$ cat src/core/ird_map.svh
`ifndef IRD_MAP_SVH
`define IRD_MAP_SVH
// Register byte offsets
`define IRD_OFF_CTRL 4'h0
`define IRD_OFF_CMDPTR 4'h4
`define IRD_OFF_WAKE 4'h8
`define IRD_OFF_STATUS 4'hc
// Control register bit positions
`define IRD_CTRL_CONCAT 31
`define IRD_CTRL_RUN 15
`define IRD_CTRL_ACTIVE 10
// Reset values
`define IRD_CTRL_RST 32'h0
`define IRD_CMDPTR_RST 32'h0
// Descriptor word 0 field positions
`define IRD_W0_CMD 28
`define IRD_W0_UPD 27
`define IRD_W0_BR 18
// Descriptor encodings
`define IRD_CMD_CONT 4'h2
`define IRD_CMD_FINAL 4'h3
`define IRD_BR_ALWAYS 2'h3
`define IRD_Z_END 4'h0
`define IRD_Z_ONE 4'h1
`define IRD_Z_MAX 4'h8
// Status quadlet offset inside a descriptor
`define IRD_STAT_OFF 4'hc
// Bytes per data quadlet
`define IRD_QUAD_BYTES 16'h4
`endif

$ cat src/core/ird_pkg.sv
package ird_pkg;
  // Decoded receive descriptor
  typedef struct packed {
    logic [3:0] cmd;
    logic upd;
    logic [1:0] br;
    logic [15:0] buffer_size_count;
    logic [31:0] buffer_base_ptr;
    logic [27:0] next_descriptor_ptr;
    logic [3:0] z;
  } ird_desc_t;
  // Host memory master request
  typedef struct packed {
    logic req;
    logic we;
    logic [31:0] addr;
    logic [31:0] wdata;
  } ird_mem_t;
  // Received packet quadlet
  typedef struct packed {
    logic valid;
    logic [31:0] data;
    logic last;
    logic err;
  } ird_pkt_t;
  // Context sequencer states
  typedef enum logic [3:0] {
    S_IDLE, S_FETCH, S_FWAIT, S_ADV, S_APPEND, S_RUN,
    S_WDATA, S_DRAIN, S_END, S_STFIN, S_STFIRST
  } ird_state_t;
endpackage : ird_pkg

$ cat src/core/ird_dma.sv
// Functional notes
// - Next pointer 16-byte aligned, continue ignores it unless concatenating
// - Concatenating code 1 continues, 0 ends
// - Final-buffer code sizes next block, 0 ends
// - Transfer result copies control low half
// - Residual count written per packet or completion
// - Codes 1-8 count block, 9-15 reserved
// - Appended descriptors picked up after wake
// - Concatenating fills every buffer completely
// - Spanning packet keeps first and new state
// - Interim buffers get no status, no state
// - Success: final status, then first status
// - Concatenating error backs packet out, no status
// - Command 2 continue, 3 final buffer
// - Control bit selects placement mode
`timescale 1ns/1ns
`include "ird_map.svh"
module ird_dma (
  // Clock and reset
  input wire logic clk,
  input wire logic reset_n,
  // Register port
  input wire logic [3:0] reg_addr,
  input wire logic [31:0] reg_wdata,
  input wire logic reg_wr,
  input wire logic reg_rd,
  output logic [31:0] reg_rdata,
  // Host memory master
  output ird_pkg::ird_mem_t mem_o,
  input wire logic mem_gnt,
  input wire logic mem_rvalid,
  input wire logic [31:0] mem_rdata,
  // Received packet stream
  input wire ird_pkg::ird_pkt_t pkt_i,
  output logic pkt_ready
);
  import ird_pkg::*;

  // Software registers
  logic [31:0] ctrl_q, ctrl_d;
  logic [31:0] cmdptr_q, cmdptr_d;
  logic [31:0] rdata_q, rdata_d;
  // Sequencer state
  ird_state_t st_q, st_d;
  logic [27:0] ptr_q, ptr_d;
  logic [2:0][31:0] word_q, word_d;
  logic [1:0] fw_q, fw_d;
  logic [15:0] off_q, off_d;
  logic [31:0] wdat_q, wdat_d;
  logic inpkt_q, inpkt_d;
  logic last_q, last_d;
  logic err_q, err_d;
  logic refetch_q, refetch_d;
  logic skip_q, skip_d;
  logic wake_q, wake_d; // Wake seen before the context parked
  // State saved at packet start
  logic [27:0] sv_ptr_q, sv_ptr_d;
  logic [2:0][31:0] sv_word_q, sv_word_d;
  logic [15:0] sv_off_q, sv_off_d;
  // Decoder outputs
  ird_desc_t desc;
  logic [27:0] adv_ptr;
  logic adv_go;
  logic adv_end;
  // Derived terms
  logic concat, run, wake, halt, full, span;
  logic [15:0] room;
  logic [15:0] xfer;

  // Descriptor decode and advance choice
  ird_desc_dec u_dec (
    .words(word_q),
    .concat(concat),
    .cur_ptr(ptr_q),
    .desc(desc),
    .adv_ptr(adv_ptr),
    .adv_go(adv_go),
    .adv_end(adv_end)
  );

  assign concat = ctrl_q[`IRD_CTRL_CONCAT];
  assign run = ctrl_q[`IRD_CTRL_RUN];
  assign wake = reg_wr && (reg_addr == `IRD_OFF_WAKE);
  assign room = desc.buffer_size_count - off_q;
  assign full = room < `IRD_QUAD_BYTES;
  assign span = sv_ptr_q != ptr_q;
  assign xfer = {ctrl_q[15:11], st_q != S_IDLE, ctrl_q[9:0]};
  assign reg_rdata = rdata_q;
  assign pkt_ready = ((st_q == S_RUN) && !full && run) || (st_q == S_DRAIN);

  // Memory request from current state
  always_comb
  begin
    mem_o = '0;
    case (st_q)
      S_FETCH:
      begin
        mem_o.req = 1'b1;
        mem_o.addr = {ptr_q, 2'(fw_q), 2'h0};
      end
      S_WDATA:
      begin
        mem_o.req = 1'b1;
        mem_o.we = 1'b1;
        mem_o.addr = desc.buffer_base_ptr + {16'h0, off_q};
        mem_o.wdata = wdat_q;
      end
      S_STFIN:
      begin
        mem_o.req = 1'b1;
        mem_o.we = 1'b1;
        mem_o.addr = {ptr_q, `IRD_STAT_OFF};
        mem_o.wdata = {xfer, room};
      end
      S_STFIRST:
      begin
        // First buffer was filled to its end
        mem_o.req = 1'b1;
        mem_o.we = 1'b1;
        mem_o.addr = {sv_ptr_q, `IRD_STAT_OFF};
        mem_o.wdata = {xfer, 16'h0};
      end
      default:
      begin
        mem_o = '0;
      end
    endcase
  end

  // Register writes and read data
  always_comb
  begin
    ctrl_d = ctrl_q;
    cmdptr_d = cmdptr_q;
    rdata_d = 32'h0;
    if (reg_wr && (reg_addr == `IRD_OFF_CTRL))
    begin
      ctrl_d = reg_wdata;
    end
    else if (reg_wr && (reg_addr == `IRD_OFF_CMDPTR))
    begin
      cmdptr_d = reg_wdata;
    end
    // Hardware stop wins over a write
    if (halt)
    begin
      ctrl_d[`IRD_CTRL_RUN] = 1'b0;
    end
    ctrl_d[`IRD_CTRL_ACTIVE] = 1'b0;
    if (reg_rd && (reg_addr == `IRD_OFF_CTRL))
    begin
      rdata_d = {ctrl_q[31:16], xfer};
    end
    else if (reg_rd && (reg_addr == `IRD_OFF_CMDPTR))
    begin
      rdata_d = cmdptr_q;
    end
    else if (reg_rd && (reg_addr == `IRD_OFF_STATUS))
    begin
      rdata_d = {ptr_q, 4'(st_q)};
    end
  end

  // Register storage
  always_ff @(posedge clk or negedge reset_n)
  begin
    if (!reset_n)
    begin
      ctrl_q <= `IRD_CTRL_RST;
      cmdptr_q <= `IRD_CMDPTR_RST;
      rdata_q <= 32'h0;
    end
    else
    begin
      ctrl_q <= ctrl_d;
      cmdptr_q <= cmdptr_d;
      rdata_q <= rdata_d;
    end
  end

  // Context sequencer next state
  always_comb
  begin
    st_d = st_q;
    ptr_d = ptr_q;
    word_d = word_q;
    fw_d = fw_q;
    off_d = off_q;
    wdat_d = wdat_q;
    inpkt_d = inpkt_q;
    last_d = last_q;
    err_d = err_q;
    refetch_d = refetch_q;
    skip_d = skip_q;
    sv_ptr_d = sv_ptr_q;
    sv_word_d = sv_word_q;
    sv_off_d = sv_off_q;
    wake_d = wake_q || wake;
    halt = 1'b0;
    case (st_q)
      S_IDLE:
      begin
        // Start at the program pointer
        if (run)
        begin
          ptr_d = cmdptr_q[31:4];
          fw_d = 2'h0;
          refetch_d = 1'b0;
          skip_d = 1'b0;
          inpkt_d = 1'b0;
          st_d = S_FETCH;
        end
      end
      S_FETCH:
      begin
        if (mem_gnt)
        begin
          st_d = S_FWAIT;
        end
      end
      S_FWAIT:
      begin
        if (mem_rvalid)
        begin
          word_d[fw_q] = mem_rdata;
          fw_d = fw_q + 2'h1;
          st_d = S_FETCH;
          if (fw_q == 2'h2)
          begin
            fw_d = 2'h0;
            st_d = (refetch_q || skip_q) ? S_ADV : S_RUN;
            if (!refetch_q)
            begin
              off_d = 16'h0;
            end
          end
        end
      end
      S_ADV:
      begin
        refetch_d = 1'b0;
        if (skip_q && (desc.cmd == `IRD_CMD_FINAL))
        begin
          skip_d = 1'b0;
        end
        if (adv_go)
        begin
          ptr_d = adv_ptr;
          st_d = S_FETCH;
        end
        else if (adv_end)
        begin
          st_d = S_APPEND;
        end
        else
        begin
          halt = 1'b1;
          st_d = S_IDLE;
        end
      end
      S_APPEND:
      begin
        if (!run)
        begin
          st_d = S_IDLE;
        end
        else if (wake || wake_q)
        begin
          // A wake arriving now stays pending
          refetch_d = 1'b1;
          wake_d = wake;
          st_d = S_FETCH;
        end
      end
      S_RUN:
      begin
        if (!run && !inpkt_q)
        begin
          st_d = S_IDLE;
        end
        else if (pkt_i.valid && full && run)
        begin
          if (!concat && inpkt_q && (desc.cmd == `IRD_CMD_FINAL))
          begin
            st_d = S_DRAIN;
          end
          else
          begin
            st_d = S_ADV;
          end
        end
        else if (pkt_i.valid && run)
        begin
          wdat_d = pkt_i.data;
          last_d = pkt_i.last;
          err_d = pkt_i.err;
          st_d = S_WDATA;
          if (!inpkt_q)
          begin
            inpkt_d = 1'b1;
            sv_ptr_d = ptr_q;
            sv_word_d = word_q;
            sv_off_d = off_q;
          end
        end
      end
      S_WDATA:
      begin
        if (mem_gnt)
        begin
          off_d = off_q + `IRD_QUAD_BYTES;
          st_d = last_q ? S_END : S_RUN;
        end
      end
      S_DRAIN:
      begin
        // Overflow bytes are dropped
        if (pkt_i.valid && pkt_i.last)
        begin
          err_d = pkt_i.err;
          st_d = S_END;
        end
      end
      S_END:
      begin
        inpkt_d = 1'b0;
        if (err_q && concat)
        begin
          ptr_d = sv_ptr_q;
          word_d = sv_word_q;
          off_d = sv_off_q;
          st_d = S_RUN;
        end
        else if (concat || desc.upd)
        begin
          st_d = S_STFIN;
        end
        else
        begin
          skip_d = desc.cmd != `IRD_CMD_FINAL;
          st_d = S_ADV;
        end
      end
      S_STFIN:
      begin
        if (mem_gnt)
        begin
          if (concat && span)
          begin
            st_d = S_STFIRST;
          end
          else if (concat)
          begin
            st_d = S_RUN;
          end
          else
          begin
            skip_d = desc.cmd != `IRD_CMD_FINAL;
            st_d = S_ADV;
          end
        end
      end
      S_STFIRST:
      begin
        if (mem_gnt)
        begin
          sv_ptr_d = ptr_q;
          st_d = S_RUN;
        end
      end
      default:
      begin
        st_d = S_IDLE;
      end
    endcase
  end

  // Context sequencer storage
  always_ff @(posedge clk or negedge reset_n)
  begin
    if (!reset_n)
    begin
      st_q <= S_IDLE;
      ptr_q <= 28'h0;
      word_q <= '0;
      fw_q <= 2'h0;
      off_q <= 16'h0;
      wdat_q <= 32'h0;
      inpkt_q <= 1'b0;
      last_q <= 1'b0;
      err_q <= 1'b0;
      refetch_q <= 1'b0;
      skip_q <= 1'b0;
      sv_ptr_q <= 28'h0;
      sv_word_q <= '0;
      sv_off_q <= 16'h0;
      wake_q <= 1'b0;
    end
    else
    begin
      st_q <= st_d;
      ptr_q <= ptr_d;
      word_q <= word_d;
      fw_q <= fw_d;
      off_q <= off_d;
      wdat_q <= wdat_d;
      inpkt_q <= inpkt_d;
      last_q <= last_d;
      err_q <= err_d;
      refetch_q <= refetch_d;
      skip_q <= skip_d;
      sv_ptr_q <= sv_ptr_d;
      sv_word_q <= sv_word_d;
      sv_off_q <= sv_off_d;
      wake_q <= wake_d;
    end
  end

  // Good packet end leads to final status in fill mode
  chk_stat_after_data: assert property (
    @(posedge clk) disable iff (!reset_n)
    (st_q == S_WDATA && mem_gnt && last_q && !err_q && concat) |-> ##2 (st_q == S_STFIN))
    else $error("final status not written after last data");

  // Backout restores saved position
  chk_backout_restore: assert property (
    @(posedge clk) disable iff (!reset_n)
    (st_q == S_END && err_q && concat) |=>
      (st_q == S_RUN && ptr_q == $past(sv_ptr_q) && off_q == $past(sv_off_q)))
    else $error("backout did not restore saved state");

  // No status writes after an error
  chk_no_err_stat: assert property (
    @(posedge clk) disable iff (!reset_n)
    (st_q == S_END && err_q && concat) |=> !(mem_o.req && mem_o.we && st_q != S_WDATA) [*3])
    else $error("status written for a failed packet");

  // First descriptor written right after final
  chk_first_after: assert property (
    @(posedge clk) disable iff (!reset_n)
    (st_q == S_STFIN && mem_gnt && concat && span) |=>
      (st_q == S_STFIRST && mem_o.addr == {$past(sv_ptr_q), `IRD_STAT_OFF}))
    else $error("first descriptor status not next");

  // Continue command steps to next contiguous slot
  chk_cont_next: assert property (
    @(posedge clk) disable iff (!reset_n)
    (st_q == S_ADV && !concat && desc.cmd == `IRD_CMD_CONT) |=>
      (st_q == S_FETCH && ptr_q == $past(ptr_q) + 28'h1))
    else $error("continue command did not step by one slot");

  // End code parks the context
  chk_end_parks: assert property (
    @(posedge clk) disable iff (!reset_n)
    (st_q == S_ADV && concat && desc.z == `IRD_Z_END) |=> (st_q == S_APPEND))
    else $error("end of program not parked");

  // Wake re-reads the same descriptor
  chk_append_wake: assert property (
    @(posedge clk) disable iff (!reset_n)
    (st_q == S_APPEND && run && (wake || wake_q)) |=>
      (st_q == S_FETCH && ptr_q == $past(ptr_q)))
    else $error("wake did not refetch last descriptor");

  // Full buffer moves on in fill mode
  chk_fill_advance: assert property (
    @(posedge clk) disable iff (!reset_n)
    (st_q == S_RUN && pkt_i.valid && full && run && concat) |=> (st_q == S_ADV))
    else $error("full buffer did not advance");

  // Interim buffers leave saved state alone
  chk_interim_keep: assert property (
    @(posedge clk) disable iff (!reset_n)
    (inpkt_q && $past(inpkt_q) && st_q != S_STFIRST) |-> $stable(sv_ptr_q))
    else $error("saved state changed inside a packet");

  // Reserved block code stops the context
  chk_z_reserved: assert property (
    @(posedge clk) disable iff (!reset_n)
    (st_q == S_ADV && !concat && desc.cmd == `IRD_CMD_FINAL && desc.z > `IRD_Z_MAX)
      |=> (st_q == S_IDLE && !run))
    else $error("reserved block code not refused");
endmodule : ird_dma

$ cat src/core/ird_desc_dec.sv
`timescale 1ns/1ns
`include "ird_map.svh"
module ird_desc_dec (
  // Raw descriptor words 0 to 2
  input wire logic [2:0][31:0] words,
  // Placement mode and current position
  input wire logic concat,
  input wire logic [27:0] cur_ptr,
  // Decoded descriptor
  output ird_pkg::ird_desc_t desc,
  // Where to go once this buffer is done
  output logic [27:0] adv_ptr,
  output logic adv_go,
  output logic adv_end
);
  import ird_pkg::*;

  // Block size code names a legal block
  function automatic logic z_blk(input logic [3:0] z);
    z_blk = (z != `IRD_Z_END) && (z <= `IRD_Z_MAX);
  endfunction : z_blk

  // Field extraction
  always_comb
  begin
    desc.cmd = words[0][`IRD_W0_CMD +: 4];
    desc.upd = words[0][`IRD_W0_UPD];
    desc.br = words[0][`IRD_W0_BR +: 2];
    desc.buffer_size_count = words[0][15:0];
    desc.buffer_base_ptr = words[1];
    desc.next_descriptor_ptr = words[2][31:4];
    desc.z = words[2][3:0];
  end

  // Next descriptor choice
  always_comb
  begin
    adv_ptr = desc.next_descriptor_ptr;
    adv_go = 1'b0;
    adv_end = 1'b0;
    if (concat)
    begin
      adv_go = (desc.z == `IRD_Z_ONE) && z_blk(desc.z);
      adv_end = (desc.z == `IRD_Z_END);
    end
    else if (desc.cmd == `IRD_CMD_CONT)
    begin
      adv_ptr = cur_ptr + 28'h1;
      adv_go = 1'b1;
    end
    else
    begin
      adv_go = z_blk(desc.z);
      adv_end = (desc.z == `IRD_Z_END);
    end
  end
endmodule : ird_desc_dec

$ cat config.mk
export PLATFORM = sky130hd
export DESIGN_NAME = ird_dma
export DESIGN_NICKNAME = d
export VERILOG_FILES = /design/src/core/ird_pkg.sv /design/src/core/ird_dma.sv /design/src/core/ird_desc_dec.sv
export VERILOG_INCLUDE_DIRS = /design/src /design/src/core
export SDC_FILE = /design/constraint.sdc
export NUM_CORES = 1
export LEC_CHECK = 0
export ABC_AREA = 1
export CAP_MARGIN = 30
export CORE_MARGIN = 4
export CORE_UTILIZATION = 45
export DETAILED_ROUTE_END_ITERATION = 12
export DONT_BUFFER_PORTS = 1
export GPL_TIMING_DRIVEN = 1
export MAX_ROUTING_LAYER = met4
export RECOVER_POWER = 50
export SYNTH_ARGS = -nofsm -noshare
export SYNTH_HDL_FRONTEND = slang
export SYNTH_SLANG_ARGS = --single-unit
$ cat constraint.sdc
create_clock -name clk -period 3.2 [get_ports clk]
set_input_delay 0.32 -clock clk [delete_from_list [all_inputs] [get_ports clk]]
set_output_delay 0.32 -clock clk [all_outputs]
set_load 0.02 [all_outputs]
==> results of run 1 <==
routing by layer:
metal  global-route usage [%]  up-vias  part of all wire, %
li1                         -     9667                    -
met1                     43.1    10100                   45
met2                     42.8      801                   44
met3                     5.64      103                  8.6
met4                     6.66        0                  2.1
met5                        -        -                    0
power breakdown:
part | switching [W] | internal (W)
Clock | 0.00217 | 0.00334
Combinational | 0.00663 | 0.00393
Sequential | 0.00175 | 0.00654
Total | 0.0106 | 0.0138
area by class of cell:
type	instances	area, um^2
flip-flops and latches	397	9940
repair buffers	203	1890
inverters	364	1370
multi-input cells	1931	10900
fillers	4497	21700
clock inverters	17	224
well taps	656	821
clock buffers	65	1350
synthesized netlist by cell type (24+ instances only):
master      n
o21ai_0   246
inv_1     356
nand4_1    24
clkbuf_1  114
nand2_1   712
ha_1       33
o221ai_1   40
o21a_1     61
nor2_1    117
nand3_1   238
a22oi_1    27
o211ai_1   76
dfrtp_1   397
a21oi_1    97
o21ai_1    62
nor3_1     26
flip-flops by register name, indices dropped and copies added (netlist names), 28 cells and up:
register / count
sv_ptr_q: 28
word_q: 85
sv_word_q: 85
ctrl_q: 31
ptr_q: 28
cmdptr_q: 32
wdat_q: 32
reg_rdata: 32
through the flow:
step	power, W	cells
final	0.0244	3633
after global routing	0.0259	3633
after CTS	0.0237	3624
after detailed placement	0.0174	3455
after global placement	0.0172	3454
after floorplan	0.0141	2853
worst min-delay path by stage:
| stage | to | slack (ps) | cells past startpoint |
|---|---|---|---|
| after floorplan | cmdptr_q[0] | 20 | 0 |
| after global placement | word_q[3] | 50 | 0 |
| after detailed placement | word_q[3] | 50 | 0 |
| after CTS | word_q[3] | -570 | 0 |
| after global routing | word_q[3] | -580 | 0 |
| final | word_q[3] | -550 | 0 |
cells by family (layout without fill, tap and decap cells):
| family | count (synthesis) | after routing |
|---|---|---|
| and+or+nand+nor | 1159 | 1159 |
| AOI/OAI and AO/OA | 697 | 697 |
| buffers and inverters | 525 | 649 |
| DFF | 397 | 397 |
| xor gates and xnor gates | 40 | 40 |
| adders and majority gates | 35 | 35 |
what timing repair did:
action | in CTS | in global routing
buffers inserted | 14 | 9
endpoints found under the setup margin | 26 | 74
gates cloned | 0 | 1
resized for setup | 111 | 92
hold endpoints to repair | 501 | 397
pin swaps | 30 | 37
==> impl_metrics.tcl, run 1 <==
set metrics [dict create \
    ys.flop_type "dfrtp_1" \
    muxShareOfSynthArea_pct 0 \
    antenna_found_initial 0 \
    synth_xor_area_share_pct 1.59 \
    wl_mm 77.3 \
    reg2reg_depth 20 \
    violations "hold timing, capacitance limit, slew limit, setup timing" \
    synth_top_area_cell "dfrtp_1" \
    crit_slowest_cell "o211ai_1" \
    finalCritPeriodShare_pct 102 \
    start_kind "register" \
    fin_worst_skew_ps 15.0 \
    worstPathArrival_ps 2960 \
    hold_path_class "input port to async pin" \
    dr_total_vias 20700 \
    p_per_area_nw_per_um2 921 \
    post-route-drc-count 0 \
    layout-drive-gt1-share_pct 13.5 \
    maxSlewViolCount 170 \
    gp_congestion 0.975 \
    synth_top_family_by_area "simple AND/OR/NAND/NOR gates" \
    cpPeakStageDelay_ps 410 \
    grt_usage_pct 29.5 \
    crit_path_max_fanout 3 \
    layout_common_cells "nand2_1 (685), dfrtp_1 (394), inv_1 (347), o21ai_0 (230), nand3_1 (215)" \
    crit_start "off_q[0]" \
    path_buf_inv 7 \
    ant_nets 0 \
    cts_sinks 397 \
    fin_tns_setup_ps -132 \
    cp.required_ps 2880 \
    worstSetupEndpoint "mem_o[36]" \
    dp_hpwl_mm 54.4 \
    final_area_um2 26400 \
    async_flop_share_pct 100 \
    max_slew_margin_pct -67.4 \
    crit_cells 14 \
    synth_seq_cells 397 \
    diodes 0 \
    cts.htree.levels 2 \
    nets 3086 \
    reg2reg_setup_slack_ps 160 \
    maxCapViolCount 1 \
    synth-edff-count 0 \
    yosys.area_share.adder_pct 2.05 \
    clock_latency_ps 580 \
    rows 80 \
    drt_pass1_iterations 5 \
    hold_buffers 73 \
    initial_core_util_pct 45.8 \
    worst_pin_slew_ps 2510 \
    synth_compound_area_share_pct 19.6 \
    fmaxAchievable_ghz 0.305 \
    synth_simple_gate_area_share_pct 22.2 \
    whs_ps -555 \
    synth_area_leaders "dfrtp_1 (45%), nand2_1 (12%), inv_1 (6.1%), o21ai_0 (5.6%), nand3_1 (5.4%)" \
    p_leak_nw 12.2 \
    path_clk_slew_ps 60 \
    die_x_um 229 \
    die_y_um 229 \
    yosysTopAreaCellShare_pct 45.0 \
    core_area_um2 48100 \
    wl_per_cell_um 21.3 \
    synthesis.nets 2997 \
    cts_tree "done" \
    grt_max_degree 398 \
    final_common_cell "nand2_1" \
    hold_viol 397 \
    grt_first_pass_wirelength_mm 120 \
    cts_buffers 45 \
    grt_pass1_vias 20000 \
    avgViaCountPerCell 5.70 \
    gr-total-overflow 0 \
    finalSetupViolCount 4 \
    placed_area_um2 23100 \
    reg2reg_to "sv_off_q[9]" \
    vdd_drop_max_mv 0.465 \
    synthCells 2853 \
    crit_path_end_kind "output port" \
    pre_cts_ws_ps 135 \
    syn2layout_area_growth_pct 19.9 \
    critPathTopFamily "buffers and inverters" \
    crit_path_cell_trace "ha_2, inv_2, fa_2, inv_2, nand3_4, buf_4, buf_6, buf_4, buf_4, buf_4, nand2_2, or2_4, nand3_4, o211ai_1" \
    dieArea_um2 52600 \
    cp_common_cell "buf_4" \
    ios 208 \
    syn_area_per_cell_um2 7.73 \
    finalCriticalPeriod_ps 3280 \
    synth_cell_types 52 \
    yosysWarnings 0 \
    run_status "finished with violations" \
    syn_area_um2 22100 \
    worst_slack_ps -79.0 \
    rsz0062_at_grt "true" \
    crit_type "register to output port" \
    r2r-start "off_q[0]" \
    yosysSeqAreaShare_pct 45.0 \
    clk_path_buf_depth 3 \
    numPortBuffers 0 \
    drt_iter0_drc 2107 \
    cts_root_buffer "clkbuf_16" \
    fin_util_pct 54.9 \
]
(Power assumes the default switching activity.)
==> run 2, diff against run 1 <==
CORE_ASPECT_RATIO = 1.25   (was default)
SYNTH_HIERARCHICAL = 1   (was default)
==> impl_metrics.tcl, run 2 <==
set metrics [dict create \
    run_status "finished with violations" \
    violations "hold timing, capacitance limit, slew limit, setup timing" \
    final_area_um2 26600 \
    clockPowerShare_pct 22.3 \
    crit_path_end_kind "output port" \
    drt_pass1_iterations 7 \
    power_w 0.0222 \
    max_slew_margin_pct -78.8 \
    yosysWarnings 6 \
    fin_worst_skew_ps 21.7 \
    grt_usage_pct 30.3 \
    ios 208 \
    layout-drive-gt1-share_pct 10.4 \
    whs_ps -571 \
    reg.largest.list "sv_word_q (85), word_q (85)" \
    crit_slowest_cell "dfrtp_1" \
    crit_path_cell_trace "ha_1, inv_1, o21bai_1, a21oi_4, o21bai_4, nand3_2, nand2_4, buf_6, nand3_2, o21ai_1, nand3_1, nand2_2, buf_12" \
    fmaxAchievable_ghz 0.310 \
    wl_per_cell_um 22.3 \
    cpPeakStageDelay_ps 450 \
    p_int_w 0.0123 \
    wl_mm 84.0 \
    post-route-drc-count 0 \
    r2r-start "off_q[0]" \
    dp_hpwl_mm 56.4 \
    fin_tns_setup_ps -105 \
    finalCriticalPeriod_ps 3230 \
    grt_pass1_vias 21400 \
    drt_iter0_drc 2334 \
    cp.required_ps 2880 \
    worst_pin_slew_ps 2680 \
    p_sw_w 0.00988 \
    p_comb_share_pct 42.4 \
    swShare_pct 44.5 \
    p_leak_nw 12.8 \
    rsz0062_at_grt "true" \
    cp_common_cell "nand3_2" \
    clock_latency_ps 590 \
    maxCapViolCount 2 \
    crit_path_max_fanout 5 \
    die_x_um 211 \
    hold_buffers 99 \
    wl_met3_mm 5.34 \
    initial_core_util_pct 45.8 \
    placed_area_um2 23600 \
    crit_start "word_q[37]" \
    worstPathArrival_ps 2910 \
    pwr-share-seq_pct 35.3 \
    dr_total_vias 22200 \
    p_per_area_nw_per_um2 835 \
    pre_cts_ws_ps 209 \
    crit_type "register to output port" \
    clk_path_buf_depth 3 \
    synthCells 3089 \
    syn2layout_area_growth_pct 14.4 \
    cts_buffers 43 \
    maxSlewViolCount 304 \
    worst_slack_ps -31.0 \
    finalCritPeriodShare_pct 101 \
    layout_common_cells "nand2_1 (937), dfrtp_1 (391), inv_1 (278), o21ai_0 (235), nand4_1 (161)" \
    cts_tree "done" \
    syn_area_um2 23200 \
    critPathTopFamily "compound AO/OA/AOI/OAI gates" \
    dieArea_um2 55400 \
    path_clk_slew_ps 60 \
    antenna_found_initial 2 \
    gr-total-overflow 0 \
    synthesis.nets 3233 \
    path_buf_inv 3 \
    cts_sinks 397 \
    hold_viol 397 \
    hold_path_class "input port to async pin" \
    nets 3224 \
    wl_met2_mm 40.2 \
    vdd_drop_max_mv 0.758 \
    start_kind "register" \
    avgViaCountPerCell 5.88 \
    cts.htree.levels 2 \
    wl_met1_mm 35.9 \
    grt_first_pass_wirelength_mm 129 \
    core_area_um2 50800 \
    finalSetupViolCount 5 \
    highest_layer "met4" \
    rows 92 \
    die_y_um 262 \
    gp_congestion 0.947 \
    final_common_cell "nand2_1" \
    grt_max_degree 398 \
    numPortBuffers 0 \
    cts_root_buffer "clkbuf_16" \
    ant_nets 0 \
    fillers 4844 \
    syn_area_per_cell_um2 7.53 \
]
## run 2: cell count changes in the layout (fill, tap and decap cells not counted), moves of 26 or more
cell           previous run  this run
nand2_1                 685       937
nand4_1                  24       161
nand3_1                 215       121
inv_1                   347       278
o211ai_1                 76         8
o21ai_1                  69        11
nor2_1                  101       156
o41ai_1                   0        53
buf_4                   105        71
a21oi_1                  77       109
o21a_1                   61        32
o221ai_1                 33        61
o21ai_2                  29         2
dlygate4sd3_1            73        99
## run 2: what timing repair did
action | in CTS | in global routing
endpoints found under the setup margin | 40 | 67
setup buffers | 6 | 12
endpoints found under the hold margin | 547 | 397
pin swaps | 8 | 24
gates cloned | 1 | 0
gates resized for setup | 68 | 60
## run 2: per-layer routing
layer	up-vias	global-route usage (%)
met5	-	-
met4	0	8.16
met3	149	3.92
met2	832	48.7
met1	11000	40.8
li1	10300	-
## run 2: worst register-to-register path, stage by stage (launching register included)
cell	delay, ps
dfrtp_1	390
buf_4	150
ha_2	200
fa_2	400
inv_2	90
buf_4	100
nand3_1	100
nand3_1	120
nand2_1	60
nand2_1	140
nand3_2	120
nor2_4	130
buf_4	140
nand3_4	160
nand3_4	210
buf_12	270
nand2_1	110
nand2_1	70
## run 2: stage by stage
stage,instances,utilization (%),hold slack (ps)
2_1_floorplan,3089,-,24.4
3_3_place_gp,3575,46.4,37.4
3_5_place_dp,3575,46.4,37.7
4_1_cts,3759,51.7,-594
5_1_grt,3772,52.4,-600
6_report,3772,52.4,-571
## run 2: path summary, 6_finish.rpt
path | slack [ps] | to | cells past startpoint
min in group clk | 40 | word_q[60] | 2
worst max register to register | 180 | sv_word_q[58] | 17
max in group asynchronous | 2140 | off_q[4] | 0
worst min-delay path | -570 | reg_rdata[2] | 0
worst min register to register | 470 | sv_word_q[94] | 2
worst max-delay path | -30 | mem_o[62] | 13
## run 2: cell type report
type	instances	area, um^2	share of cell area (%)
antenna	1	2.50	0.00941
multi-input combinational	2151	11400	43.0
clock inverter	18	138	0.518
sequential	397	9940	37.4
tap	658	823	3.10
timing repair buffer	192	1910	7.17
clock buffer	60	1230	4.63
inverter	295	1110	4.19
## run 2: power by group through the flow
stage / clock network, W / logic (W) / registers [W]
2_1_floorplan: 0 / 0.00644 / 0.00718
3_3_place_gp: 0 / 0.00842 / 0.00776
3_5_place_dp: 0 / 0.00854 / 0.00782
4_1_cts: 0.00504 / 0.00891 / 0.00775
5_1_grt: 0.00523 / 0.0104 / 0.00797
6_report: 0.00496 / 0.00941 / 0.00783
